<file path="config.mk">
export PLATFORM = sky130hd
export DESIGN_NAME = qpc_top
export DESIGN_NICKNAME = d
export VERILOG_FILES = /design/src/core/qpc_pkg.sv /design/src/core/qpc_dec_if.sv /design/src/core/qpc_sync.sv /design/src/core/qpc_decode.sv /design/src/core/qpc_top.sv
export SDC_FILE = /design/constraint.sdc
export NUM_CORES = 1
export LEC_CHECK = 0
export ABC_AREA = 0
export BUFFER_PORTS_ARGS = -buffer_cell sky130_fd_sc_hd__buf_4
export CORE_MARGIN = 2
export CORE_UTILIZATION = 55
export DETAILED_ROUTE_END_ITERATION = 7
export PLACE_DENSITY = 0.86
export REMOVE_ABC_BUFFERS = 1
export SLEW_MARGIN = 20
export SYNTH_ARGS = -nofsm -noshare
export SYNTH_HDL_FRONTEND = slang
export SYNTH_SLANG_ARGS = --single-unit
</file>
<file path="constraint.sdc">
create_clock -name aclk -period 9.7 [get_ports aclk]
set_input_delay 0.485 -clock aclk [delete_from_list [all_inputs] [get_ports aclk]]
set_output_delay 0.485 -clock aclk [all_outputs]
set_load 0.01 [all_outputs]
</file>
<file path="src/core/qpc_pkg.sv">
// Purpose: Shared constants for the quadrature position counter.
// Assumes: AXI4-Lite register window with 32-bit aligned words.
// Notes: Registers hold 16 bits in the low half; upper bits read as zero.
package qpc_pkg;
  // ********************************
  // Register map
  // ********************************
  localparam logic [7:0] OFS_CTRL = 8'h00;
  localparam logic [7:0] OFS_FILT = 8'h04;
  localparam logic [7:0] OFS_POS = 8'h08;
  localparam logic [7:0] OFS_MAX = 8'h0C;
  // ********************************
  // Field positions
  // ********************************
  localparam int CTRL_ERR_BIT = 15;
  localparam int CTRL_DIR_BIT = 11;
  localparam int CTRL_MODE_LSB = 8;
  localparam int CTRL_POSITION_RESET_ENABLE_BIT = 2;
  localparam int FILT_COUNT_ERROR_IRQ_DISABLE_BIT = 8;
  localparam int FILT_IMV_LSB = 9;
  // ********************************
  // Counter modes and values
  // ********************************
  localparam logic [2:0] MODE_X2_IDX = 3'h4;
  localparam logic [2:0] MODE_X2_MAX = 3'h5;
  localparam logic [2:0] MODE_X4_IDX = 3'h6;
  localparam logic [2:0] MODE_X4_MAX = 3'h7;
  localparam logic [15:0] POS_RST = 16'h0000;
  localparam logic [15:0] MAX_RST = 16'hFFFF;
  localparam logic [15:0] CNT_ALL_ONES = 16'hFFFF;
  localparam logic [15:0] CNT_ONE = 16'h0001;
  localparam logic [1:0] RESP_OKAY = 2'h0;
  localparam logic [1:0] RESP_SLVERR = 2'h2;
endpackage : qpc_pkg

</file>
<file path="src/core/qpc_dec_if.sv">
// Purpose: Carries decoded encoder events from decoder to counter core.
// Assumes: Both ends run on the same clock.
// Notes: All decoder outputs are registered.
`timescale 1ns/1ps
interface qpc_dec_if;
  logic x4_mode;
  logic count_pulse;
  logic count_direction;
  logic phase_a;
  logic phase_b;
  logic index_rise;
  modport dec (
    input x4_mode,
    output count_pulse,
    output count_direction,
    output phase_a,
    output phase_b,
    output index_rise
  );
  modport core (
    output x4_mode,
    input count_pulse,
    input count_direction,
    input phase_a,
    input phase_b,
    input index_rise
  );
endinterface : qpc_dec_if

</file>
<file path="src/core/qpc_sync.sv">
// Purpose: Two-stage synchroniser for asynchronous encoder pins.
// Assumes: Pins change slower than the clock.
// Notes: First stage feeds only the second stage.
`timescale 1ns/1ps
module qpc_sync #(
  parameter int W = 3
) (
  input wire logic aclk,
  input wire logic aresetn,
  input wire logic [W-1:0] din,
  output logic [W-1:0] dout
);
  typedef struct packed {
    logic [W-1:0] s1;
    logic [W-1:0] s2;
  } qpc_sync_t;

  qpc_sync_t st_r;
  qpc_sync_t st_nxt;

  always_comb begin
    st_nxt = st_r;
    st_nxt.s1 = din;
    st_nxt.s2 = st_r.s1;
  end

  always_ff @(posedge aclk) begin
    if (!aresetn) begin
      st_r <= '0;
    end else begin
      st_r <= st_nxt;
    end
  end

  assign dout = st_r.s2;

  property p_sync_delay;
    @(posedge aclk) disable iff (!aresetn)
      ($past(aresetn) && $past(aresetn, 2)) |-> dout == $past(din, 2);
  endproperty
  a_sync_delay: assert property (p_sync_delay)
    else $error("synchroniser delay is not two cycles");
endmodule : qpc_sync

</file>
<file path="src/core/qpc_decode.sv">
// Purpose: Quadrature decoder producing count pulses and direction.
// Assumes: Inputs already synchronised to aclk.
// Notes: 2x mode counts phase A edges only; double changes are dropped.
`timescale 1ns/1ps
module qpc_decode (
  input wire logic aclk,
  input wire logic aresetn,
  input wire logic [2:0] sync_in,
  qpc_dec_if.dec dec
);
  typedef struct packed {
    logic a_p;
    logic b_p;
    logic i_p;
    logic pulse;
    logic dir;
    logic idx_rise;
  } qpc_dec_t;

  qpc_dec_t st_r;
  qpc_dec_t st_nxt;
  logic a_chg;
  logic b_chg;

  always_comb begin
    st_nxt = st_r;
    a_chg = sync_in[0] ^ st_r.a_p;
    b_chg = sync_in[1] ^ st_r.b_p;
    st_nxt.a_p = sync_in[0];
    st_nxt.b_p = sync_in[1];
    st_nxt.i_p = sync_in[2];
    st_nxt.idx_rise = sync_in[2] & ~st_r.i_p;
    // Both phases moving at once is ambiguous, so it is not counted
    if (dec.x4_mode) begin
      st_nxt.pulse = a_chg ^ b_chg;
    end else begin
      st_nxt.pulse = a_chg & ~b_chg;
    end
    // A leading B gives forward
    if (st_nxt.pulse) begin
      st_nxt.dir = sync_in[0] ^ st_r.b_p;
    end
  end

  always_ff @(posedge aclk) begin
    if (!aresetn) begin
      st_r <= '0;
    end else begin
      st_r <= st_nxt;
    end
  end

  assign dec.count_pulse = st_r.pulse;
  assign dec.count_direction = st_r.dir;
  assign dec.phase_a = st_r.a_p;
  assign dec.phase_b = st_r.b_p;
  assign dec.index_rise = st_r.idx_rise;
endmodule : qpc_decode

</file>
<file path="src/core/qpc_top.sv">
// Purpose: Quadrature position counter with AXI4-Lite registers.
// Assumes: Encoder pins asynchronous to aclk (25 MHz).
// Notes: One write and one read transaction in flight at a time.
// How it works
// - Phase A leading phase B means forward; lagging means reverse.
// - 16-bit position counts up or down per pulse by direction.
// - Error checking only in index-reset modes 110 and 100.
// - Count hitting 0xFFFF or max plus one sets error, raises interrupt.
// - Error flag is bit 15 of encoder control register.
// - Filter control bit 8 set suppresses count error interrupt.
// - After an error, counting continues until natural wrap.
// - Rollover or underflow at max in modes 101/111 raises no interrupt.
// - Error flag read/write; only software clears it.
// - Position reset enable is control bit 2, used in modes 100/110.
// - Enabled, a qualified index clears position; disabled, it does not.
// - Index reset needs phase levels matching filter bits 10:9.
// - In 4x, upper match bit is phase B level, lower phase A.
// - In 2x, upper bit picks phase, lower bit its level.
// - Index-reset modes raise the index interrupt on index detection.
// - Direction drives a pin and read-only control bit 11.
`timescale 1ns/1ps
module qpc_top (
  input wire logic aclk,
  input wire logic aresetn,
  input wire logic [7:0] s_axi_awaddr,
  input wire logic s_axi_awvalid,
  output logic s_axi_awready,
  input wire logic [31:0] s_axi_wdata,
  input wire logic [3:0] s_axi_wstrb,
  input wire logic s_axi_wvalid,
  output logic s_axi_wready,
  output logic [1:0] s_axi_bresp,
  output logic s_axi_bvalid,
  input wire logic s_axi_bready,
  input wire logic [7:0] s_axi_araddr,
  input wire logic s_axi_arvalid,
  output logic s_axi_arready,
  output logic [31:0] s_axi_rdata,
  output logic [1:0] s_axi_rresp,
  output logic s_axi_rvalid,
  input wire logic s_axi_rready,
  input wire logic phase_a_in,
  input wire logic phase_b_in,
  input wire logic index_in,
  output logic count_direction,
  output logic count_error_irq,
  output logic index_irq
);
  typedef struct packed {
    logic [15:0] pos;
    logic [15:0] max;
    logic err;
    logic [2:0] mode;
    logic position_reset_enable;
    logic count_error_irq_disable;
    logic [1:0] index_match_value;
    logic dir;
    logic err_irq;
    logic idx_irq;
    logic aw_got;
    logic [7:0] awaddr;
    logic w_got;
    logic [31:0] wdata;
    logic [3:0] wstrb;
    logic awready;
    logic wready;
    logic bvalid;
    logic [1:0] bresp;
    logic arready;
    logic rvalid;
    logic [31:0] rdata;
    logic [1:0] rresp;
  } qpc_state_t;

  qpc_state_t st_r;
  qpc_state_t st_nxt;
  logic [2:0] sync_q;
  logic checked;
  logic step;
  logic [15:0] pos_step;
  logic idx_ok;
  logic err_hit;
  logic ctrl_wr;
  logic pos_wr;
  logic plain_step;
  logic [15:0] wr_val;

  qpc_dec_if dec_if ();

  // ********************************
  // Helpers
  // ********************************
  function automatic logic [15:0] merge16(
    input logic [15:0] old,
    input logic [31:0] wd,
    input logic [3:0] strb
  );
    logic [15:0] v;
    v = old;
    if (strb[0]) begin
      v[7:0] = wd[7:0];
    end
    if (strb[1]) begin
      v[15:8] = wd[15:8];
    end
    return v;
  endfunction : merge16

  function automatic logic [15:0] ctrl_word(input qpc_state_t s);
    logic [15:0] v;
    v = 16'h0000;
    v[qpc_pkg::CTRL_ERR_BIT] = s.err;
    v[qpc_pkg::CTRL_DIR_BIT] = s.dir;
    v[qpc_pkg::CTRL_MODE_LSB +: 3] = s.mode;
    v[qpc_pkg::CTRL_POSITION_RESET_ENABLE_BIT] = s.position_reset_enable;
    return v;
  endfunction : ctrl_word

  function automatic logic [15:0] filt_word(input qpc_state_t s);
    logic [15:0] v;
    v = 16'h0000;
    v[qpc_pkg::FILT_COUNT_ERROR_IRQ_DISABLE_BIT] = s.count_error_irq_disable;
    v[qpc_pkg::FILT_IMV_LSB +: 2] = s.index_match_value;
    return v;
  endfunction : filt_word

  // Index qualifier on phase levels
  function automatic logic idx_match(
    input logic x4,
    input logic [1:0] index_match_value,
    input logic a,
    input logic b
  );
    logic sel;
    sel = index_match_value[1] ? b : a;
    if (x4) begin
      return (b == index_match_value[1]) && (a == index_match_value[0]);
    end
    return sel == index_match_value[0];
  endfunction : idx_match

  function automatic logic [31:0] read_word(
    input qpc_state_t s,
    input logic [7:0] addr
  );
    case (addr)
      qpc_pkg::OFS_CTRL: return {16'h0000, ctrl_word(s)};
      qpc_pkg::OFS_FILT: return {16'h0000, filt_word(s)};
      qpc_pkg::OFS_POS: return {16'h0000, s.pos};
      qpc_pkg::OFS_MAX: return {16'h0000, s.max};
      default: return 32'h00000000;
    endcase
  endfunction : read_word

  function automatic logic mapped(input logic [7:0] addr);
    return addr == qpc_pkg::OFS_CTRL || addr == qpc_pkg::OFS_FILT ||
           addr == qpc_pkg::OFS_POS || addr == qpc_pkg::OFS_MAX;
  endfunction : mapped

  // ********************************
  // Pin synchronisation and decoding
  // ********************************
  qpc_sync #(
    .W(3)
  ) u_sync (
    .aclk(aclk),
    .aresetn(aresetn),
    .din({index_in, phase_b_in, phase_a_in}),
    .dout(sync_q)
  );

  qpc_decode u_decode (
    .aclk(aclk),
    .aresetn(aresetn),
    .sync_in(sync_q),
    .dec(dec_if.dec)
  );

  assign dec_if.x4_mode = st_r.mode[1];

  // ********************************
  // Next state
  // ********************************
  always_comb begin
    st_nxt = st_r;
    ctrl_wr = 1'b0;
    pos_wr = 1'b0;
    wr_val = 16'h0000;
    st_nxt.err_irq = 1'b0;
    st_nxt.idx_irq = 1'b0;
    st_nxt.dir = dec_if.count_direction;
    checked = (st_r.mode == qpc_pkg::MODE_X4_IDX) ||
              (st_r.mode == qpc_pkg::MODE_X2_IDX);
    step = dec_if.count_pulse && st_r.mode[2];
    pos_step = dec_if.count_direction ? st_r.pos + qpc_pkg::CNT_ONE
                                      : st_r.pos - qpc_pkg::CNT_ONE;
    idx_ok = checked && dec_if.index_rise &&
             idx_match(st_r.mode[1], st_r.index_match_value, dec_if.phase_a,
                       dec_if.phase_b);
    // Error watch only; the counter itself is not stopped
    err_hit = checked && step &&
              (dec_if.count_direction ?
                 pos_step == st_r.max + qpc_pkg::CNT_ONE :
                 pos_step == qpc_pkg::CNT_ALL_ONES);
    if (step) begin
      if (!checked && dec_if.count_direction && st_r.pos == st_r.max) begin
        st_nxt.pos = qpc_pkg::POS_RST;
      end else if (!checked && !dec_if.count_direction &&
                   st_r.pos == qpc_pkg::POS_RST) begin
        st_nxt.pos = st_r.max;
      end else begin
        st_nxt.pos = pos_step;
      end
    end
    if (idx_ok) begin
      st_nxt.idx_irq = 1'b1;
      if (st_r.position_reset_enable) begin
        st_nxt.pos = qpc_pkg::POS_RST;
      end
    end
    // AXI write channels accepted independently
    if (s_axi_awvalid && st_r.awready) begin
      st_nxt.aw_got = 1'b1;
      st_nxt.awaddr = s_axi_awaddr;
    end
    if (s_axi_wvalid && st_r.wready) begin
      st_nxt.w_got = 1'b1;
      st_nxt.wdata = s_axi_wdata;
      st_nxt.wstrb = s_axi_wstrb;
    end
    if (st_r.aw_got && st_r.w_got && !st_r.bvalid) begin
      st_nxt.aw_got = 1'b0;
      st_nxt.w_got = 1'b0;
      st_nxt.bvalid = 1'b1;
      st_nxt.bresp = mapped(st_r.awaddr) ? qpc_pkg::RESP_OKAY
                                         : qpc_pkg::RESP_SLVERR;
      case (st_r.awaddr)
        qpc_pkg::OFS_CTRL: begin
          ctrl_wr = 1'b1;
          wr_val = merge16(ctrl_word(st_r), st_r.wdata, st_r.wstrb);
          st_nxt.err = wr_val[qpc_pkg::CTRL_ERR_BIT];
          st_nxt.mode = wr_val[qpc_pkg::CTRL_MODE_LSB +: 3];
          st_nxt.position_reset_enable = wr_val[qpc_pkg::CTRL_POSITION_RESET_ENABLE_BIT];
        end
        qpc_pkg::OFS_FILT: begin
          wr_val = merge16(filt_word(st_r), st_r.wdata, st_r.wstrb);
          st_nxt.count_error_irq_disable = wr_val[qpc_pkg::FILT_COUNT_ERROR_IRQ_DISABLE_BIT];
          st_nxt.index_match_value = wr_val[qpc_pkg::FILT_IMV_LSB +: 2];
        end
        qpc_pkg::OFS_POS: begin
          // Software load overrides a same-cycle count
          pos_wr = 1'b1;
          st_nxt.pos = merge16(st_r.pos, st_r.wdata, st_r.wstrb);
        end
        qpc_pkg::OFS_MAX: begin
          st_nxt.max = merge16(st_r.max, st_r.wdata, st_r.wstrb);
        end
        default: begin
          wr_val = 16'h0000;
        end
      endcase
    end
    if (st_r.bvalid && s_axi_bready) begin
      st_nxt.bvalid = 1'b0;
    end
    // Hardware set wins over a software clear in the same cycle
    if (err_hit) begin
      st_nxt.err = 1'b1;
      st_nxt.err_irq = !st_r.count_error_irq_disable;
    end
    st_nxt.awready = !st_nxt.aw_got && !st_nxt.bvalid;
    st_nxt.wready = !st_nxt.w_got && !st_nxt.bvalid;
    // AXI read
    if (s_axi_arvalid && st_r.arready) begin
      st_nxt.arready = 1'b0;
      st_nxt.rvalid = 1'b1;
      st_nxt.rdata = read_word(st_r, s_axi_araddr);
      st_nxt.rresp = mapped(s_axi_araddr) ? qpc_pkg::RESP_OKAY
                                          : qpc_pkg::RESP_SLVERR;
    end
    if (st_r.rvalid && s_axi_rready) begin
      st_nxt.rvalid = 1'b0;
      st_nxt.arready = 1'b1;
    end
    plain_step = step && checked && !(idx_ok && st_r.position_reset_enable) && !pos_wr;
  end

  always_ff @(posedge aclk) begin
    if (!aresetn) begin
      st_r <= '0;
      st_r.max <= qpc_pkg::MAX_RST;
      st_r.pos <= qpc_pkg::POS_RST;
      st_r.awready <= 1'b1;
      st_r.wready <= 1'b1;
      st_r.arready <= 1'b1;
    end else begin
      st_r <= st_nxt;
    end
  end

  // ********************************
  // Outputs
  // ********************************
  assign s_axi_awready = st_r.awready;
  assign s_axi_wready = st_r.wready;
  assign s_axi_bvalid = st_r.bvalid;
  assign s_axi_bresp = st_r.bresp;
  assign s_axi_arready = st_r.arready;
  assign s_axi_rvalid = st_r.rvalid;
  assign s_axi_rdata = st_r.rdata;
  assign s_axi_rresp = st_r.rresp;
  assign count_direction = st_r.dir;
  assign count_error_irq = st_r.err_irq;
  assign index_irq = st_r.idx_irq;

  // ********************************
  // Assertions
  // ********************************
  property p_fwd_dir;
    @(posedge aclk) disable iff (!aresetn)
      ($rose(sync_q[0]) && !sync_q[1] && $stable(sync_q[1])) |->
        ##2 count_direction;
  endproperty
  a_fwd_dir: assert property (p_fwd_dir)
    else $error("A leading B did not give forward direction");

  property p_step;
    @(posedge aclk) disable iff (!aresetn)
      plain_step |=> st_r.pos == ($past(dec_if.count_direction) ?
        $past(st_r.pos) + qpc_pkg::CNT_ONE :
        $past(st_r.pos) - qpc_pkg::CNT_ONE);
  endproperty
  a_step: assert property (p_step)
    else $error("position did not move by one on a count pulse");

  property p_err_mode;
    @(posedge aclk) disable iff (!aresetn)
      ($rose(st_r.err) && !$past(ctrl_wr)) |->
        ($past(st_r.mode) == qpc_pkg::MODE_X4_IDX ||
         $past(st_r.mode) == qpc_pkg::MODE_X2_IDX);
  endproperty
  a_err_mode: assert property (p_err_mode)
    else $error("count error flagged outside index modes");

  property p_err_set;
    @(posedge aclk) disable iff (!aresetn)
      err_hit |=> st_r.err;
  endproperty
  a_err_set: assert property (p_err_set)
    else $error("count error flag not set on limit match");

  property p_count_error_irq_disable;
    @(posedge aclk) disable iff (!aresetn)
      (err_hit && st_r.count_error_irq_disable) |=> !count_error_irq;
  endproperty
  a_count_error_irq_disable: assert property (p_count_error_irq_disable)
    else $error("count error interrupt not suppressed");

  property p_irq_src;
    @(posedge aclk) disable iff (!aresetn)
      count_error_irq |-> $past(err_hit) && !$past(st_r.count_error_irq_disable);
  endproperty
  a_irq_src: assert property (p_irq_src)
    else $error("count error interrupt without a limit match");

  property p_err_hold;
    @(posedge aclk) disable iff (!aresetn)
      (st_r.err && !ctrl_wr) |=> st_r.err;
  endproperty
  a_err_hold: assert property (p_err_hold)
    else $error("count error flag cleared by hardware");

  property p_idx_clear;
    @(posedge aclk) disable iff (!aresetn)
      (idx_ok && st_r.position_reset_enable && !pos_wr) |=> st_r.pos == qpc_pkg::POS_RST;
  endproperty
  a_idx_clear: assert property (p_idx_clear)
    else $error("qualified index did not clear the position");

  property p_idx_irq;
    @(posedge aclk) disable iff (!aresetn)
      index_irq |-> $past(idx_ok) && $past(checked);
  endproperty
  a_idx_irq: assert property (p_idx_irq)
    else $error("index interrupt without a qualified index");

  property p_dir_read;
    @(posedge aclk) disable iff (!aresetn)
      (s_axi_arvalid && s_axi_arready && s_axi_araddr == qpc_pkg::OFS_CTRL)
        |=> s_axi_rdata[qpc_pkg::CTRL_DIR_BIT] == $past(st_r.dir);
  endproperty
  a_dir_read: assert property (p_dir_read)
    else $error("status direction bit does not match direction");
endmodule : qpc_top

</file>
==> summary.txt <==
Outcome
  – Status: finished, final reports clean

Setup path
  – Worst setup startpoint: u_decode.dec.count_direction
  – Setup slack, reg-to-reg: 5.49 ns
  – Setup CP Type: reg -> reg
  – Reg2Reg Depth: 11
  – Slowest cell on crit path: fa_1
  – CP cell instances: buf_4 -> clkinv_1 -> fa_1 -> a211oi_4 -> o21bai_4 -> a31o_1 -> xor2_1 -> a22oi_1 -> nor4_1 -> o2111ai_1 -> o31ai_2
  – Worst Path Required: 9.98 ns
  – Critical path peak fanout: 23
  – R2R Path End: st_r[97]
  – Worst R2R Start: u_decode.dec.count_direction
  – Critical Path AT: 4.50 ns
  – CP Capture Type: flop
  – Crit path capture: st_r[97]
  – Startpoint Class: flop
  – Slowest cell delay on critical path: 0.77 ns

Logic synthesis
  – Ys flop type: dfxtp_1
  – FFs w/ async S/R, synth: 0%
  – Avg Cell Area, Syn: 7.83 um2
  – Sequential area share after synthesis: 33.1%
  – Post-synthesis cell type count: 68
  – Synth cell count leaders: nand2_1, dfxtp_1, nor2_1, a21oi_1, o21ai_0
  – Syn Std Cell Area: 0.00641 mm2
  – Post-Syn Instances: 819
  – Largest cells by area after synthesis: dfxtp_1, nand2_1, a21oi_1
  – Leading area contributor after synthesis: dfxtp_1
  – Cell with the most instances after synthesis: nand2_1
  – FF+latch count, synth: 106
  – Number of synthesized flops with an enable pin: 0
  – Yosys warns: 0
  – Synth top area share: 33.1%

CTS
  – H-tree depth: 3
  – Worst-path clk slew: 0.08 ns
  – Number of CTS-inserted buffers: 9
  – Worst-skew pair later-pin latency: 0.36 ns
  – Setup repair bufs after CTS: 0
  – Root Driver: clkbuf_16
  – CTS tree: built
  – Num Clock Sinks: 106
  – Max Root-Sink Buffers: 2
  – Cts hold-fix bufs: 0
  – PostCTS Resize Cnt: 0

Die
  – Initial Util: 56.2%
  – Die X: 112 um
  – Io pins: 106
  – Row count: 39
  – Core ar.: 0.0114 mm2
  – Die Y-Extent: 112 um
  – Die Area: 0.0125 mm2

STA
  – Final period utilization: 43.4%
  – Fmax: 237 MHz
  – Minimum clock period: 4.21 ns
  – RSZ-0062 raised after global routing: false
  – Setup TNS: 0 ns
  – Clock Skews: 0.0129 ns
  – Slew Limit Fails: 0
  – Final-report setup violation count: 0
  – Slew HR: 36.0%
  – Worst slew pin tran: 0.958 ns
  – Hold Fails Final Rpt: 0

Routing
  – Post-DR wirelength/cell: 16.6 um
  – Post-route ant nets: 0
  – Routed WL: 16.2 mm
  – Initial DRC count: 683
  – Total number of vias: 5,892
  – First-pass iteration count of the detailed router: 6
  – # DRC: 0
  – Vias per cell: 6.01

Power and ir drop
  – Comb power frac: 14.8%
  – Int Pwr: 691 uW
  – Seq pwr share: 48.0%
  – Power Dens Cells: 137 mW/mm2
  – Sw Pwr: 270 uW
  – Leakage: 0.00291 uW
  – Clock Power Share: 37.2%
  – VDD IR max: 0.113 mV
  – Net Sw Frac: 28.1%

Place
  – Final GP Congestion: 0.965
  – DPL Wire Length: 11.4 mm
  – IO Port Bufs: 69
  – Dpl cells: 965
  – Placement Cell Area: 0.00673 mm2

Cells and area
  – Design area: 0.00703 mm2
  – Final Non-Filler Cells: 981
  – Nets: 912
  – Area delta synth->final: 9.54%
  – N_diodes: 0
  – Share of layout cells above drive strength 1: 12.8%
  – Fillers: 1,021

Worst hold path
  – Hold path cells: 2
  – Min-Delay Path Class: in -> reg
  – Min-delay src: index_in

Global routing
  – First-pass GRT wire length: 26.7 mm
  – Largest net degree at the start of global routing: 48
  – Tot GR Track Use: 25.8%
  – GRT Residual Overflow: 0
  – Vias in the first global route: 5,454
  – Initial antenna violation count: 0

Flow run
  – Max-cap check violation count: 0
==> registers in the layout (all words and copies together) (netlist names) <==
signal and count:
count_direction 1, count_error_irq 1, dec_if.x4_mode 1, index_irq 1, s_axi_arready 1, s_axi_awready 1
s_axi_bresp 1, s_axi_bvalid 1, s_axi_rdata 16, s_axi_rresp 1, s_axi_rvalid 1, s_axi_wready 1
st_r 67, u_decode.dec.count_direction 1, u_decode.dec.count_pulse 1, u_decode.dec.index_rise 1, u_decode.dec.phase_a 1, u_decode.dec.phase_b 1
u_decode.st_r 1, u_sync.dout 3, u_sync.st_nxt 3
==> critical path: cells and delay by family (launching register included) <==
family / cells / cell delay [ns]
AOI/OAI and AO/OA: 6 / 1.32
buffers and inverters: 2 / 0.92
adders and majority gates: 1 / 0.77
and+or+nand+nor: 1 / 0.43
xor gates and xnor gates: 1 / 0.38
DFF: 1 / 0.31
==> power by group through the flow <==
stage	combinational [uW]	clock, uW	sequential, uW
after global routing	157	376	463
after detailed placement	139	0	470
after CTS	140	361	460
after floorplan	94.3	0	469
after global placement	137	0	470
final	142	357	461
==> metal layers <==
layer / wire (um) / vias up / GRT usage, %
li1: - / 2839 / -
met2: 7630 / 295 / 42.1
met4: 350 / 0 / 8.29
met3: 1420 / 36 / 4.03
met5: 0 / - / 0
met1: 6840 / 2722 / 35.4
==> final cells by class <==
cell class,instances,area (um2),share of cell area (%)
timing repair buffer,72,541,7.69
tap,143,179,2.55
clock buffer,9,225,3.21
multi-input combinational,627,3830,54.5
sequential,106,2120,30.2
clock inverter,7,68.8,0.979
inverter,17,63.8,0.908
==> per-stage QoR <==
stage	utilization [%]	power, uW	setup WS (ns)	hold WS (ns)
final	61.5	960	5.49	0.325
after global routing	61.5	996	5.20	0.327
after CTS	61.5	962	5.53	0.322
after detailed placement	58.9	609	5.54	0.394
after global placement	58.9	607	5.63	0.370
after floorplan	-	564	6.11	0.367
==> worst min path at each step <==
stage               slack, ns                 endpoint
floorplan                0.37  u_decode.dec.index_rise
finish                   0.33         u_sync.st_nxt[2]
global placement         0.37  u_decode.dec.index_rise
global route             0.33         u_sync.st_nxt[2]
detailed placement       0.39  u_decode.dec.index_rise
CTS                      0.32         u_sync.st_nxt[2]
==> cell families (layout without fill, tap and decap cells) <==
logic type	Yosys count	after routing	share of synthesized area [%]
AOI/OAI and AO/OA	203	203	20.1
adders and majority gates	17	17	3.43
xor gates and xnor gates	56	56	8.09
and+or+nand+nor	296	296	21.0
DFF	106	106	33.1
muxes	37	37	5.93
other	1	18	0.0585
buffers and inverters	103	105	8.31
==> placed cells by master (no fill, tap or decap), drive strengths merged, types with 3 or more instances in the layout <==
cell and n:
a211o 3, a211oi 8, a21o 6, a21oi 73
a221o 4, a222oi 3, a22oi 11, a31o 3
a31oi 8, and2 14, and3 3, and4 5
buf 72, clkbuf 9, clkinv 3, conb 18
dfxtp 106, ha 16, inv 19, mux2 8
mux2i 29, nand2 135, nand2b 3, nand3 15
nand4 9, nor2 73, nor2b 5, nor3 6
nor3b 6, nor4 14, o211ai 4, o21a 4
o21ai 54, o21bai 3, o31ai 3, xnor2 25
xor2 29
Power figures use the tool's default switching activity.
